--- src/inc/tpg_consts.svh ---
// register offsets, field positions, seeds and pattern words for the test pattern generator
`ifndef TPG_CONSTS_SVH
`define TPG_CONSTS_SVH

// ----------------------------------------------------------------------
// register offsets
// ----------------------------------------------------------------------
`define OFS_CHIP_CONFIG_SOFT_RESET 12'h000
`define OFS_DDC0_CONTROL           12'h327
`define OFS_DDC1_CONTROL           12'h347
`define OFS_DDC2_CONTROL           12'h367
`define OFS_FOURTH_DOWNCONVERTER_CONTROL           12'h387
`define OFS_CONVERTER_TEST_MODE    12'h550
`define OFS_USER_PATTERN_FIRST     12'h551
`define OFS_USER_PATTERN_LAST      12'h558
`define OFS_LINK_SAMPLE_TEST_CTRL  12'h571
`define OFS_LINK_TEST_MODE         12'h573
`define OFS_LINK_TEST_MODE_EXT     12'h574

// ----------------------------------------------------------------------
// field positions and values
// ----------------------------------------------------------------------
`define SOFT_RESET_VALUE       8'h81
`define CTM_PN_RESET_LO_BIT    4
`define CTM_PN_RESET_HI_BIT    5
`define CTM_USER_SINGLE_BIT    7
`define DDC_TEST_I_BIT         0
`define DDC_TEST_Q_BIT         2
`define LINK_SAMPLE_TEST_BIT   5
`define LINK_INJECT_LO_BIT     4
`define LINK_INJECT_HI_BIT     5
`define REG_RESET_VALUE        8'h00

// ----------------------------------------------------------------------
// pattern words and seeds
// ----------------------------------------------------------------------
`define PAT_MIDSCALE           14'h0000
`define PAT_POS_FULL           14'h1FFF
`define PAT_NEG_FULL           14'h2000
`define PAT_CHECKER_A          14'h1555
`define PAT_CHECKER_B          14'h2AAA
`define PAT_ZERO               14'h0000
`define PAT_ONES               14'h3FFF
`define PN23_SEED              23'h003AFF
`define PN9_SEED               9'h092

`endif

--- src/inc/tpg_pkg.sv ---
// types shared by the test pattern generator files
package tpg_pkg;

    // converter test-mode codes
    typedef enum logic [3:0] {
        TM_NORMAL   = 4'h0,
        TM_MIDSCALE = 4'h1,
        TM_POS_FULL = 4'h2,
        TM_NEG_FULL = 4'h3,
        TM_CHECKER  = 4'h4,
        TM_PN_LONG  = 4'h5,
        TM_PN_SHORT = 4'h6,
        TM_TOGGLE   = 4'h7,
        TM_USER     = 4'h8,
        TM_RAMP     = 4'hF
    } test_mode_e;

    // link test injection points
    typedef enum logic [1:0] {
        INJ_SAMPLE   = 2'b00,
        INJ_PHY10    = 2'b01,
        INJ_SCRAMBLE = 2'b10,
        INJ_RESERVED = 2'b11
    } inject_point_e;

    // register access from the serial port
    typedef struct packed {
        logic        wr;
        logic        rd;
        logic [11:0] addr;
        logic [7:0]  wdata;
    } reg_req_s;

    // one converter sample with its valid flag
    typedef struct packed {
        logic        valid;
        logic [13:0] data;
    } sample_s;

    // downconverter complex output pair
    typedef struct packed {
        logic [13:0] i_data;
        logic [13:0] q_data;
    } iq_s;

endpackage

--- src/design/adc_output_test_pattern_gen.sv ---
// converter output test pattern generator with downconverter and link test routing
`timescale 1ns/1ps
`include "tpg_consts.svh"

// Notes on behaviour
// 4-bit test-mode code; 0 normal, 1 midscale, 2 positive, 3 negative full scale.
// any test mode swaps converter samples for generated pattern through formatting.
// checker, pn, toggle, user patterns bypass formatting; others are formatted.
// writing bit 4 or 5 of test-mode register reseeds both pn generators.
// analog input ignored in test mode; encode clock must be running.
// code 0100 alternates 0x1555 and 0x2AAA each sample.
// code 0101 long pn x^23+x^18+1 seeded 0x3AFF.
// code 0110 short pn x^9+x^5+1 seeded 0x0092.
// code 0111 alternates 0x0000 and 0x3FFF each sample.
// code 1000 plays user patterns 1..4 bits 15:2, repeating.
// single user mode plays four patterns once then zeros.
// code 1111 ramps up by one, wrapping at 2^14.
// software enables patterns per downconverter via control bits 2 and 0.
// downconverter i takes channel a pattern, q takes channel b pattern.
// fourth downconverter: i from channel a with bit 0, q never patterned.
// link test modes set by two registers, injected at selectable points.
// leaving a nonzero link test mode needs a soft reset; the code leaves it on any write to 0x573.
// writing 0x81 to address zero soft resets; bits clear themselves.
// transport sample test, bit 5, sends raw converter samples.
// inject field 00 sample input, 01 10-bit phy, 10 scrambler input.
// one new pattern word per encode clock per channel.
module adc_output_test_pattern_gen #(
    parameter int NUM_DDC = 4,
    parameter int SAMPLE_W = 14
) (
    // clock and reset
    input  wire logic                 i_sys_clk,
    input  wire logic                 i_reset,
    // serial-port register access
    input  wire tpg_pkg::reg_req_s    i_req,
    output logic [7:0]                o_rdata,
    // converter samples, two channels
    input  wire tpg_pkg::sample_s     i_adc_a,
    input  wire tpg_pkg::sample_s     i_adc_b,
    input  wire logic                 i_twos_comp,
    // downconverter datapath samples
    input  wire tpg_pkg::iq_s         i_ddc [NUM_DDC],
    input  wire logic                 i_ddc_mode,
    // outputs to the link
    output tpg_pkg::sample_s          o_fmt_a,
    output tpg_pkg::sample_s          o_fmt_b,
    output tpg_pkg::iq_s              o_ddc [NUM_DDC],
    output logic                      o_test_active,
    output logic [3:0]                o_link_test_mode,
    output tpg_pkg::inject_point_e    o_link_inject,
    output logic                      o_link_sample_test,
    output logic                      o_soft_reset
);
    import tpg_pkg::*;

    initial begin
        if (NUM_DDC != 4 || SAMPLE_W != 14) begin
            $error("unsupported parameters");
        end
    end

    // ----------------------------------------------------------------------
    // register file
    // ----------------------------------------------------------------------
    logic [7:0] ctm_a;
    logic [7:0] ctm_b;
    logic [7:0] ddc_ctrl [4];
    logic [7:0] user_reg [8];
    logic [7:0] link_sample;
    logic [7:0] link_mode;
    logic [7:0] link_mode_ext;
    logic       ctm_wr;
    logic       soft_reset;

    tpg_reg_file u_regs (
        .i_sys_clk       (i_sys_clk),
        .i_reset         (i_reset),
        .i_req           (i_req),
        .o_rdata         (o_rdata),
        .o_soft_reset    (soft_reset),
        .o_ctm_a         (ctm_a),
        .o_ctm_b         (ctm_b),
        .o_ddc_ctrl      (ddc_ctrl),
        .o_user          (user_reg),
        .o_link_sample   (link_sample),
        .o_link_mode     (link_mode),
        .o_link_mode_ext (link_mode_ext),
        .o_ctm_wr        (ctm_wr)
    );

    assign o_soft_reset = soft_reset;

    // ----------------------------------------------------------------------
    // decoded controls
    // ----------------------------------------------------------------------
    test_mode_e mode_a;
    test_mode_e mode_b;
    logic       pn_reseed;
    logic       user_single;
    logic       core_rst;

    assign mode_a      = test_mode_e'(ctm_a[3:0]);
    assign mode_b      = test_mode_e'(ctm_b[3:0]);
    assign user_single = ctm_a[`CTM_USER_SINGLE_BIT];
    assign core_rst    = i_reset || soft_reset;
    // reseed when either reset bit is written
    assign pn_reseed   = ctm_wr && (ctm_a[`CTM_PN_RESET_LO_BIT] || ctm_a[`CTM_PN_RESET_HI_BIT]);

    // true for codes that skip output formatting
    function automatic logic bypasses_format(input test_mode_e m);
        case (m)
            TM_CHECKER, TM_PN_LONG, TM_PN_SHORT, TM_TOGGLE, TM_USER: bypasses_format = 1'b1;
            default:                                                 bypasses_format = 1'b0;
        endcase
    endfunction

    // output formatting: offset binary flips the sign bit
    function automatic logic [13:0] format_word(input logic [13:0] w, input logic twos);
        format_word = twos ? w : {~w[13], w[12:0]};
    endfunction

    // ----------------------------------------------------------------------
    // pattern sources
    // ----------------------------------------------------------------------
    logic [13:0] pn_long;
    logic [13:0] pn_short;
    logic        phase;
    logic [13:0] ramp;
    logic [2:0]  user_idx;
    logic        user_done;

    tpg_pn_gen #(.DEG(23), .TAP(18), .SEED(`PN23_SEED), .WIDTH(14)) u_pn_long (
        .i_sys_clk (i_sys_clk),
        .i_reset   (core_rst),
        .i_reseed  (pn_reseed),
        .i_advance (1'b1),
        .o_word    (pn_long)
    );

    tpg_pn_gen #(.DEG(9), .TAP(5), .SEED({14'h0000, `PN9_SEED}), .WIDTH(14)) u_pn_short (
        .i_sys_clk (i_sys_clk),
        .i_reset   (core_rst),
        .i_reseed  (pn_reseed),
        .i_advance (1'b1),
        .o_word    (pn_short)
    );

    // alternating phase shared by checkerboard and toggle
    always_ff @(posedge i_sys_clk) begin
        if (core_rst || ctm_wr) begin
            phase <= 1'b0;
        end else begin
            phase <= ~phase; // see R6
        end
    end

    // ramp counter wrapping at 2^14
    always_ff @(posedge i_sys_clk) begin
        if (core_rst || ctm_wr) begin
            ramp <= 14'h0000;
        end else begin
            ramp <= ramp + 14'h0001;
        end
    end

    // user pattern sequencer
    always_ff @(posedge i_sys_clk) begin
        if (core_rst || ctm_wr) begin
            user_idx  <= 3'h0;
            user_done <= 1'b0;
        end else if (!user_done) begin
            user_idx <= user_idx + 3'h1;
            if (user_idx == 3'h3) begin
                user_idx  <= 3'h0;
                user_done <= user_single;
            end
        end
    end

    // select the pattern word for one channel
    function automatic logic [13:0] pattern(input test_mode_e m, input logic [13:0] raw,
                                            input logic [13:0] pl, input logic [13:0] ps,
                                            input logic ph, input logic [13:0] rp,
                                            input logic [15:0] up, input logic done);
        case (m)
            TM_NORMAL:   pattern = raw;
            TM_MIDSCALE: pattern = `PAT_MIDSCALE;
            TM_POS_FULL: pattern = `PAT_POS_FULL;
            TM_NEG_FULL: pattern = `PAT_NEG_FULL;
            TM_CHECKER:  pattern = ph ? `PAT_CHECKER_B : `PAT_CHECKER_A;
            TM_PN_LONG:  pattern = pl;
            TM_PN_SHORT: pattern = ps;
            TM_TOGGLE:   pattern = ph ? `PAT_ONES : `PAT_ZERO;
            TM_USER:     pattern = done ? `PAT_ZERO : up[15:2];      // see R10
            TM_RAMP:     pattern = rp;
            default:     pattern = raw;
        endcase
    endfunction

    logic [15:0] user_word;
    assign user_word = {user_reg[{user_idx[1:0], 1'b1}], user_reg[{user_idx[1:0], 1'b0}]};

    // ----------------------------------------------------------------------
    // channel outputs
    // ----------------------------------------------------------------------
    logic [13:0] pat_a;
    logic [13:0] pat_b;

    // analog samples ignored whenever a test mode is set
    assign pat_a = pattern(mode_a, i_adc_a.data, pn_long, pn_short, phase, ramp, user_word, user_done); // see R2
    assign pat_b = pattern(mode_b, i_adc_b.data, pn_long, pn_short, phase, ramp, user_word, user_done);

    // one new word each clock, formatted unless the code bypasses it
    always_ff @(posedge i_sys_clk) begin
        if (core_rst) begin
            o_fmt_a <= '0;
            o_fmt_b <= '0;
        end else begin
            o_fmt_a.valid <= (mode_a != TM_NORMAL) || i_adc_a.valid;
            o_fmt_b.valid <= (mode_b != TM_NORMAL) || i_adc_b.valid;
            o_fmt_a.data  <= bypasses_format(mode_a) ? pat_a : format_word(pat_a, i_twos_comp);
            o_fmt_b.data  <= bypasses_format(mode_b) ? pat_b : format_word(pat_b, i_twos_comp);
        end
    end

    assign o_test_active = (mode_a != TM_NORMAL) || (mode_b != TM_NORMAL);

    // ----------------------------------------------------------------------
    // downconverter routing
    // ----------------------------------------------------------------------
    always_ff @(posedge i_sys_clk) begin
        if (core_rst) begin
            for (int k = 0; k < NUM_DDC; k++) o_ddc[k] <= '0;
        end else begin
            for (int k = 0; k < NUM_DDC; k++) begin
                o_ddc[k] <= i_ddc[k];
                if (i_ddc_mode && mode_a != TM_NORMAL && ddc_ctrl[k][`DDC_TEST_I_BIT]) begin
                    o_ddc[k].i_data <= pat_a;       // see R13 see R14
                end
                if (i_ddc_mode && k != NUM_DDC - 1 && mode_b != TM_NORMAL && ddc_ctrl[k][`DDC_TEST_Q_BIT]) begin
                    o_ddc[k].q_data <= pat_b;       // see R14
                end
            end
        end
    end

    // ----------------------------------------------------------------------
    // link test controls, taken from the registers; a write changes them and soft reset returns them to zero
    // ----------------------------------------------------------------------
    assign o_link_test_mode   = link_mode[3:0];                                      // see R16
    assign o_link_inject      = inject_point_e'(link_mode[`LINK_INJECT_HI_BIT:`LINK_INJECT_LO_BIT]);
    assign o_link_sample_test = link_sample[`LINK_SAMPLE_TEST_BIT];

endmodule

--- src/design/tpg_pn_gen.sv ---
// pn sequence generator producing one 14-bit word per clock
`timescale 1ns/1ps
`include "tpg_consts.svh"

module tpg_pn_gen #(
    parameter int        DEG   = 23,
    parameter int        TAP   = 18,
    parameter logic [22:0] SEED = 23'h003AFF,
    parameter int        WIDTH = 14
) (
    // clock and reset
    input  wire logic             i_sys_clk,
    input  wire logic             i_reset,
    // control
    input  wire logic             i_reseed,
    input  wire logic             i_advance,
    // pattern word
    output logic [WIDTH-1:0]      o_word
);
    // ----------------------------------------------------------------------
    // state
    // ----------------------------------------------------------------------
    logic [DEG-1:0] lfsr;
    logic [DEG-1:0] next_lfsr;
    logic [WIDTH-1:0] next_word;

    initial begin
        if (DEG > 23 || TAP >= DEG || WIDTH < 2 || WIDTH > 16) begin
            $error("tpg_pn_gen: bad parameters");
        end
    end

    // step the register WIDTH times, collecting output bits msb first
    always_comb begin
        next_lfsr = lfsr;
        next_word = '0;
        for (int k = 0; k < WIDTH; k++) begin
            next_word = {next_word[WIDTH-2:0], next_lfsr[DEG-1] ^ next_lfsr[TAP-1]};
            next_lfsr = {next_lfsr[DEG-2:0], next_lfsr[DEG-1] ^ next_lfsr[TAP-1]};
        end
    end

    // sequence register, reseeded on demand
    always_ff @(posedge i_sys_clk) begin
        if (i_reset || i_reseed) begin
            lfsr <= SEED[DEG-1:0];
        end else if (i_advance) begin
            lfsr <= next_lfsr;
        end
    end

    // registered word output
    always_ff @(posedge i_sys_clk) begin
        if (i_reset || i_reseed) begin
            o_word <= '0;
        end else if (i_advance) begin
            o_word <= next_word;
        end
    end
endmodule

--- src/design/tpg_reg_file.sv ---
// serial-port register file for the test pattern generator
`timescale 1ns/1ps
`include "tpg_consts.svh"

module tpg_reg_file (
    // clock and reset
    input  wire logic          i_sys_clk,
    input  wire logic          i_reset,
    // register access
    input  wire tpg_pkg::reg_req_s i_req,
    output logic [7:0]         o_rdata,
    // soft reset pulse
    output logic               o_soft_reset,
    // register contents
    output logic [7:0]         o_ctm_a,
    output logic [7:0]         o_ctm_b,
    output logic [7:0]         o_ddc_ctrl [4],
    output logic [7:0]         o_user [8],
    output logic [7:0]         o_link_sample,
    output logic [7:0]         o_link_mode,
    output logic [7:0]         o_link_mode_ext,
    output logic               o_ctm_wr
);
    import tpg_pkg::*;

    // ----------------------------------------------------------------------
    // writes
    // ----------------------------------------------------------------------
    // one-cycle soft reset pulse; the register itself reads zero
    always_ff @(posedge i_sys_clk) begin
        if (i_reset) begin
            o_soft_reset <= 1'b0;
        end else begin
            o_soft_reset <= i_req.wr && i_req.addr == `OFS_CHIP_CONFIG_SOFT_RESET
                            && i_req.wdata == `SOFT_RESET_VALUE;
        end
    end

    // configuration registers, returned to defaults by soft reset
    always_ff @(posedge i_sys_clk) begin
        if (i_reset || o_soft_reset) begin
            o_ctm_a         <= `REG_RESET_VALUE;
            o_ctm_b         <= `REG_RESET_VALUE;
            o_link_sample   <= `REG_RESET_VALUE;
            o_link_mode     <= `REG_RESET_VALUE;
            o_link_mode_ext <= `REG_RESET_VALUE;
            o_ctm_wr        <= 1'b0;
            for (int k = 0; k < 4; k++) o_ddc_ctrl[k] <= `REG_RESET_VALUE;
            for (int k = 0; k < 8; k++) o_user[k] <= `REG_RESET_VALUE;
        end else begin
            o_ctm_wr <= i_req.wr && i_req.addr == `OFS_CONVERTER_TEST_MODE;
            if (i_req.wr) begin
                case (i_req.addr)
                    `OFS_CONVERTER_TEST_MODE: begin
                        o_ctm_a <= i_req.wdata;
                        o_ctm_b <= i_req.wdata;
                    end
                    `OFS_DDC0_CONTROL:         o_ddc_ctrl[0]   <= i_req.wdata;
                    `OFS_DDC1_CONTROL:         o_ddc_ctrl[1]   <= i_req.wdata;
                    `OFS_DDC2_CONTROL:         o_ddc_ctrl[2]   <= i_req.wdata;
                    `OFS_FOURTH_DOWNCONVERTER_CONTROL:         o_ddc_ctrl[3]   <= i_req.wdata;
                    `OFS_LINK_SAMPLE_TEST_CTRL: o_link_sample  <= i_req.wdata;
                    `OFS_LINK_TEST_MODE:       o_link_mode     <= i_req.wdata;
                    `OFS_LINK_TEST_MODE_EXT:   o_link_mode_ext <= i_req.wdata;
                    default: begin
                        if (i_req.addr >= `OFS_USER_PATTERN_FIRST && i_req.addr <= `OFS_USER_PATTERN_LAST) begin
                            o_user[3'(i_req.addr - `OFS_USER_PATTERN_FIRST)] <= i_req.wdata;
                        end
                    end
                endcase
            end
        end
    end

    // ----------------------------------------------------------------------
    // reads, registered; unmapped offsets read zero
    // ----------------------------------------------------------------------
    always_ff @(posedge i_sys_clk) begin
        if (i_reset) begin
            o_rdata <= 8'h00;
        end else if (i_req.rd) begin
            case (i_req.addr)
                `OFS_CONVERTER_TEST_MODE:    o_rdata <= o_ctm_a;
                `OFS_DDC0_CONTROL:           o_rdata <= o_ddc_ctrl[0];
                `OFS_DDC1_CONTROL:           o_rdata <= o_ddc_ctrl[1];
                `OFS_DDC2_CONTROL:           o_rdata <= o_ddc_ctrl[2];
                `OFS_FOURTH_DOWNCONVERTER_CONTROL:           o_rdata <= o_ddc_ctrl[3];
                `OFS_LINK_SAMPLE_TEST_CTRL:  o_rdata <= o_link_sample;
                `OFS_LINK_TEST_MODE:         o_rdata <= o_link_mode;
                `OFS_LINK_TEST_MODE_EXT:     o_rdata <= o_link_mode_ext;
                default: begin
                    if (i_req.addr >= `OFS_USER_PATTERN_FIRST && i_req.addr <= `OFS_USER_PATTERN_LAST) begin
                        o_rdata <= o_user[3'(i_req.addr - `OFS_USER_PATTERN_FIRST)];
                    end else begin
                        o_rdata <= 8'h00;
                    end
                end
            endcase
        end
    end
endmodule

--- config.mk ---
export PLATFORM = sky130hd
export DESIGN_NAME = adc_output_test_pattern_gen
export DESIGN_NICKNAME = d
export VERILOG_FILES = /design/src/inc/tpg_pkg.sv /design/src/design/adc_output_test_pattern_gen.sv /design/src/design/tpg_pn_gen.sv /design/src/design/tpg_reg_file.sv
export VERILOG_INCLUDE_DIRS = /design/src /design/src/inc
export SDC_FILE = /design/constraint.sdc
export NUM_CORES = 1
export LEC_CHECK = 0
export BUFFER_PORTS_ARGS = -buffer_cell sky130_fd_sc_hd__buf_2
export CAP_MARGIN = 25
export CORE_MARGIN = 2
export CORE_UTILIZATION = 50
export CTS_BUF_LIST = sky130_fd_sc_hd__clkbuf_8 sky130_fd_sc_hd__clkbuf_16
export CTS_CLUSTER_SIZE = 14
export DETAILED_ROUTE_END_ITERATION = 16
export GPL_ROUTABILITY_DRIVEN = 1
export HOLD_SLACK_MARGIN = 0.08
export PLACE_DENSITY = 0.8
export SETUP_SLACK_MARGIN = 0.4
export SLEW_MARGIN = 40
export SYNTH_ARGS = -nofsm -noshare
export SYNTH_HDL_FRONTEND = slang
export SYNTH_SLANG_ARGS = --single-unit
--- constraint.sdc ---
create_clock -name i_sys_clk -period 2.8 [get_ports i_sys_clk]
set_clock_uncertainty 0.1 [all_clocks]
set_input_delay 0 -clock i_sys_clk [delete_from_list [all_inputs] [get_ports i_sys_clk]]
set_output_delay 0 -clock i_sys_clk [all_outputs]
set_load 0.1 [all_outputs]
-- Yosys cells after proc, flatten, opt, wreduce, memory -nomap -nowiden
Cells that the tools add are included.
W data, S select, Z words.
- magnitude comparators: 6
- bitwise logic cells: 35
- muxes and demuxes: 35
- eq/ne operators: 19
- add/subtract/negate cells: 3
- reduce and logical (&&, ||, !) cells: 33
- operators with widths (kind ; count):
    $pmux W14 S9 ; 2
    $mux W14 ; 14
    $bmux W8 S3 ; 3
    $bwmux W64 ; 1
    $mux W8 ; 8
    $pmux W8 S8 ; 1
    $eq A12 B10 Y1 const B ; 4
    $eq A12 B11 Y1 const B ; 4
    $xor A1 B1 Y1 ; 28
    $demux W8 S3 ; 1
    $eq A4 B3 Y1 const B ; 4
    $reduce_and A2 Y1 ; 8
    $add A14 B1 Y14 const B ; 1
    $logic_and A1 B1 Y1 ; 14
    $ge A12 B11 Y1 const B ; 1
    $ge A4 B4 Y1 const B ; 3
    $le A12 B11 Y1 const B ; 1
    $logic_not A12 Y1 ; 1
    $not A3 Y4 ; 3
    $eq A4 B2 Y1 const B ; 2
    $eq A4 B4 Y1 const B ; 2
    $eq A8 B8 Y1 const B ; 1
    $reduce_or A8 Y1 ; 1
    $logic_or A1 B1 Y1 ; 6
    11 further kinds ; 17
- input bits: 168
- logic and storage cells: 170
- register bits: 359

-- Longest topological paths before layout
- word-level depth: 9
- mapped depth: 11
- mapped depth without buffers: 8

-- Modules after synthesis
From an unflattened synthesis, not the netlist that was laid out.
- cell total of the unflattened synthesis: 1840
- area, all modules: 16742.3 sq um
- modules (own cells, without submodules) (module ; instances ; area an instance (sq um) ; cells each ; seq. area each (sq um)):
    adc_output_test_pattern_gen ; 1 ; 7569.8 ; 816 ; 3223.1
    tpg_reg_file ; 1 ; 6934.2 ; 795 ; 2762.6
    tpg_pn_gen (u_pn_long) ; 1 ; 1397.6 ; 135 ; 700.7
    tpg_pn_gen (u_pn_short) ; 1 ; 840.8 ; 94 ; 340.3

-- Least setup slack after synthesis
OpenSTA, ideal clock, no wires.
- path type: reg-to-reg
- start: register u_regs.o_soft_reset
- end: register u_regs.o_link_mode[0]
- period minus slack after synthesis: 2.224 ns
- slack: 0.576 ns
- stages on the path, launching flop included: 6
- arrival: 1.997 ns
- library setup time: 0.128 ns
- buffers on the path: 3
- cells stage by stage: dfxtp_1 > or2_2 > clkbuf_1 > clkbuf_1 > clkbuf_1 > nor2_1
- longest elaborated chain between the ends: 1
- RTL lines (what ; line ; RTL):
    start, declared ; tpg_reg_file.sv:13 ; output logic o_soft_reset,
    start signal, assigned ; tpg_reg_file.sv:34 ; o_soft_reset <= i_req.wr && i_req.addr == `OFS_CHIP_CONFIG_SOFT_RESET
    $logic_or A1 B1 Y1 ; tpg_reg_file.sv:41 ; if (i_reset || o_soft_reset) begin
    end signal, assigned ; tpg_reg_file.sv:45 ; o_link_mode <= `REG_RESET_VALUE;
    end signal, assigned ; tpg_reg_file.sv:63 ; `OFS_LINK_TEST_MODE: o_link_mode <= i_req.wdata;
    end, declared ; tpg_reg_file.sv:20 ; output logic [7:0] o_link_mode,
No other way between the ends.
A chain may end at the register's enable or synchronous reset.

-- Worst setup path in the final report
- start: register user_idx[0]
- end: register o_ddc[76] in the netlist's numbering
- longest elaborated chain between the ends: 7
- RTL lines (what ; line ; RTL):
    start, declared ; adc_output_test_pattern_gen.sv:129 ; logic [2:0] user_idx;
    start signal, assigned ; adc_output_test_pattern_gen.sv:172 ; user_idx <= user_idx + 3'h1;
    $not A3 Y4 (implied by the code) ; adc_output_test_pattern_gen.sv:201 ; assign user_word = {user_reg[{user_idx[1:0], 1'b1}], user_reg[{user_idx[1:0], 1'b0}]};
    $bmux W8 S3 ; adc_output_test_pattern_gen.sv:201 ;
    $mux W8 (implied by the code) (2 in a row) ; adc_output_test_pattern_gen.sv:201 ;
    $mux W14 ; adc_output_test_pattern_gen.sv:194 ; TM_USER: pattern = done ? `PAT_ZERO : up[15:2];
    $pmux W14 S9 ; adc_output_test_pattern_gen.sv:185 ; case (m)
    $mux W14 ; adc_output_test_pattern_gen.sv:237 ; if (i_ddc_mode && mode_a != TM_NORMAL && ddc_ctrl[k][`DDC_TEST_I_BIT]) begin
    end signal, assigned by index ; adc_output_test_pattern_gen.sv:236 ; o_ddc[k] <= i_ddc[k];
    end, declared ; adc_output_test_pattern_gen.sv:47 ; output tpg_pkg::iq_s o_ddc [NUM_DDC],
No other way between the ends. The select of a mux whose other input is x is not followed.

==> results.md <==
* Critical Path Max Stage Delay at about 570 ps
* Yosys cell types at 76
* Clk root buf: clkbuf_16
* Mean post-synth cell area at ~9.6 um2
* Critical Path RT at 3110 ps
* Status: complete, no violations
* Setup CP Type: reg2reg
* Port bufs at 326
* Most common flop cell mapped by yosys: dfxtp_1
* Critical path capture point type: flop
* Pwr dens at about 670 mW/mm2
* Synth cell count leaders: dfxtp_1 (351), nor2_1 (222), mux2i_1 (140)
* Sequential fraction of the synthesis area at 49.20%
* VDD IR-drop max at 470.4 uV
* Synth area leader: dfxtp_1
* DRC Markers at 0
* Yosys top cell area share at approximately half
* WL per Instance at 23.80 um
* Routed WL at between 50,000 and 60,000 um
* Largest net degree at the start of global routing at 70
* Pre-Repair DR Iteration Count at 13
* Yosys Warn Count at 0
* Final worst-path setup slack at 136.9 ps
* Overflow after GRT at 0
* Post-synth net total at ~1,700
* #FFs+latches synth at between 300 and 400
* Rel. slew slack at 45.11%
* Final setup viols at 0
* Max-slew violation count at 0
* Pleak at 9.069 nW
* Placed Cells incl. Taps at between 2,000 and 2,500
* Dpl hpwl at ~34,000 um
* Mapped Area at 0.01428 mm2
* Min-delay worst type: in2reg
* Setup TNS at 0 ps
* Setup crit start kind: flop
* GRT Total Usage at about a third
* Number of fill cells at between 1,500 and 2,000
* Placeable Area at about 0.028 mm2
* Post-layout power at about 13 mW
* H-tree level count at 2
* CP max FO at 6
* Initial core utilization at between 50% and 60%
* Fmax at 375.5 MHz
* CP cell instances: buf_12 -> mux4_2 -> a222oi_1 -> nand2_1 -> a21oi_2 -> a21oi_1
* Max-cap violations at 0
* Post-synth EDFFs at 0
* Num CTS Buffers at 37
* Post-synth ARST share at 0%
* Critical Path AT at 2970 ps
* DIE AREA at between 0.02 and 0.03 mm2
* Crit-path slowest cell: mux4_2
* WP buf/inv at 1
* RSZ-0062 raised after global routing: true
* Nets at approximately 2,100
* Final non-filler cell total at approximately 2,400
* Skew-Pair Late Insertion Delay at around 540 ps
* First-pass GRT wire length at ~82,000 um
* Post-detailed-route count of antenna-violating nets at 0
* Mapped Cells at about 1,500
* CP top delay family: compound AO/OA/AOI/OAI gates
* Iteration-0 DRC count of the detailed router at approximately 2,500
* Die width at around 170 um
* TritonCTS clock tree: built
* Pre-CTS setup slack at around 290 ps
* Clock Pin Slew Worst Setup and Hold Paths at 70 ps
* Fin. Hold Viols at 0
* Die height at 173.0 um
* Period utilization at a little over nine tenths
* Gpl congestion at between 0.9 and 1
* Layout cells sized above 1 at 27.79%
* I/O pin count at roughly 330
* Clock buffer depth at 3
* Vias at 14,620
* Vias/cell at 6.209
* Most frequent cell after synthesis: dfxtp_1
* Initial antenna violation count at 7
* Largest cells by area after synthesis: dfxtp_1 (49%), mux2i_1 (9.8%), nor2_1 (5.8%)
* Clock sink count at between 300 and 400
* Fin crit period at ~2700 ps
* Least-Margin Pin Slew at around 820 ps
* Vias in the first global route at approximately 14,000
* Cell Rows at 61
* Final core occ at around 70%
* Layout area overhead at 36.24%
registers in the layout, summed over array words and instances, names as in the netlist, 14 cells and up:
register           cells
o_ddc                112
u_pn_short.o_word     14
u_regs.o_user         64
o_fmt_b               15
u_regs.o_ddc_ctrl     32
u_pn_long.o_word      14
o_fmt_a               15
u_pn_long.lfsr        21
ramp                  14
cell families after synthesis:
group | synth area share, %
simple gates | 15.16
compound gates | 15.43
flops | 49.20
mux | 12.97
buf+inv | 4.161
xor+xnor | 2.567
fa+ha+maj | 0.5256
final cells by class:
class                      instances  area (um2)  share of cell area [%]
sequential                       351        7036                   36.16
inverter                           7       26.28                  0.1350
tap                              378       473.0                   2.431
antenna                            5       12.51                 0.06430
timing repair buffer             554        3812                   19.59
clock inverter                    17       211.5                   1.087
clock buffer                      46        1061                   5.453
multi-input combinational        997        6827                   35.08
through the flow:
step	area (um2)	hold WS (ps)
after floorplan	14280	20.67
after global placement	16180	99.21
after detailed placement	16190	102.6
after CTS	19150	97.20
after global routing	19460	123.7
final	19460	103.0
cells in the final DEF (no fill, tap or decap), drive strengths merged, types with 4 or more instances in the layout:
master       instances
o211ai               4
and2                16
dlygate4sd3        166
nor3                11
mux2i              140
mux4                16
mux2                 8
nand2b               6
clkbuf              47
a22oi               15
diode                5
inv                 13
buf                387
dfxtp              351
and3                25
nand3b               7
nor2               224
o221ai               9
nor2b                7
a221oi               5
o21ai              121
o22ai                9
ha                   6
clkinv               6
bufinv               4
or3                  8
nor4                 4
a211oi               6
nand4               14
a222oi              13
xnor2               29
nand2               68
xor2                12
nand3               18
a22o                15
a21oi              140
worst min-delay path, stage by stage:
cell and delay, ps:
dlygate4sd3_1 530, buf_2 90, and2_1 100
layer usage:
layer	up-vias	global-route usage, %	share of wire [%]
met5	-	0	0.023
met4	2	17.90	6.5
met3	364	8.311	12
met2	1249	57.00	47
met1	6863	41.39	35
li1	6145	-	-
path summary, 6_finish.rpt:
kind	startpoint	end	slack, ps	cells past startpoint
min	i_ddc[10]	o_ddc[10]	100	3
max	user_idx[0]	o_ddc[76]	140	6
min reg2reg	u_pn_long.lfsr[1]	u_pn_long.lfsr[15]	350	1
max reg2reg	user_idx[0]	o_ddc[76]	140	6
power breakdown:
part	leakage, nW	internal [mW]	total, mW	switching, mW
Sequential	2.89	5.31	5.52	0.210
Clock	0.646	3.06	5.16	2.09
Combinational	5.54	0.718	2.36	1.64
Total	9.07	9.09	13.0	3.94
timing repair:
| item | in CTS | in global routing |
|---|---|---|
| gates resized for setup | 7 | 30 |
| hold endpoints to repair | 289 | 3 |
| cloned | 0 | 1 |
| pin swaps | 0 | 5 |
| setup buffers | 2 | 15 |
| setup endpoints to repair | 23 | 118 |
| hold buffers | 165 | 1 |
No activity file was read; power rests on OpenSTA's default activity.
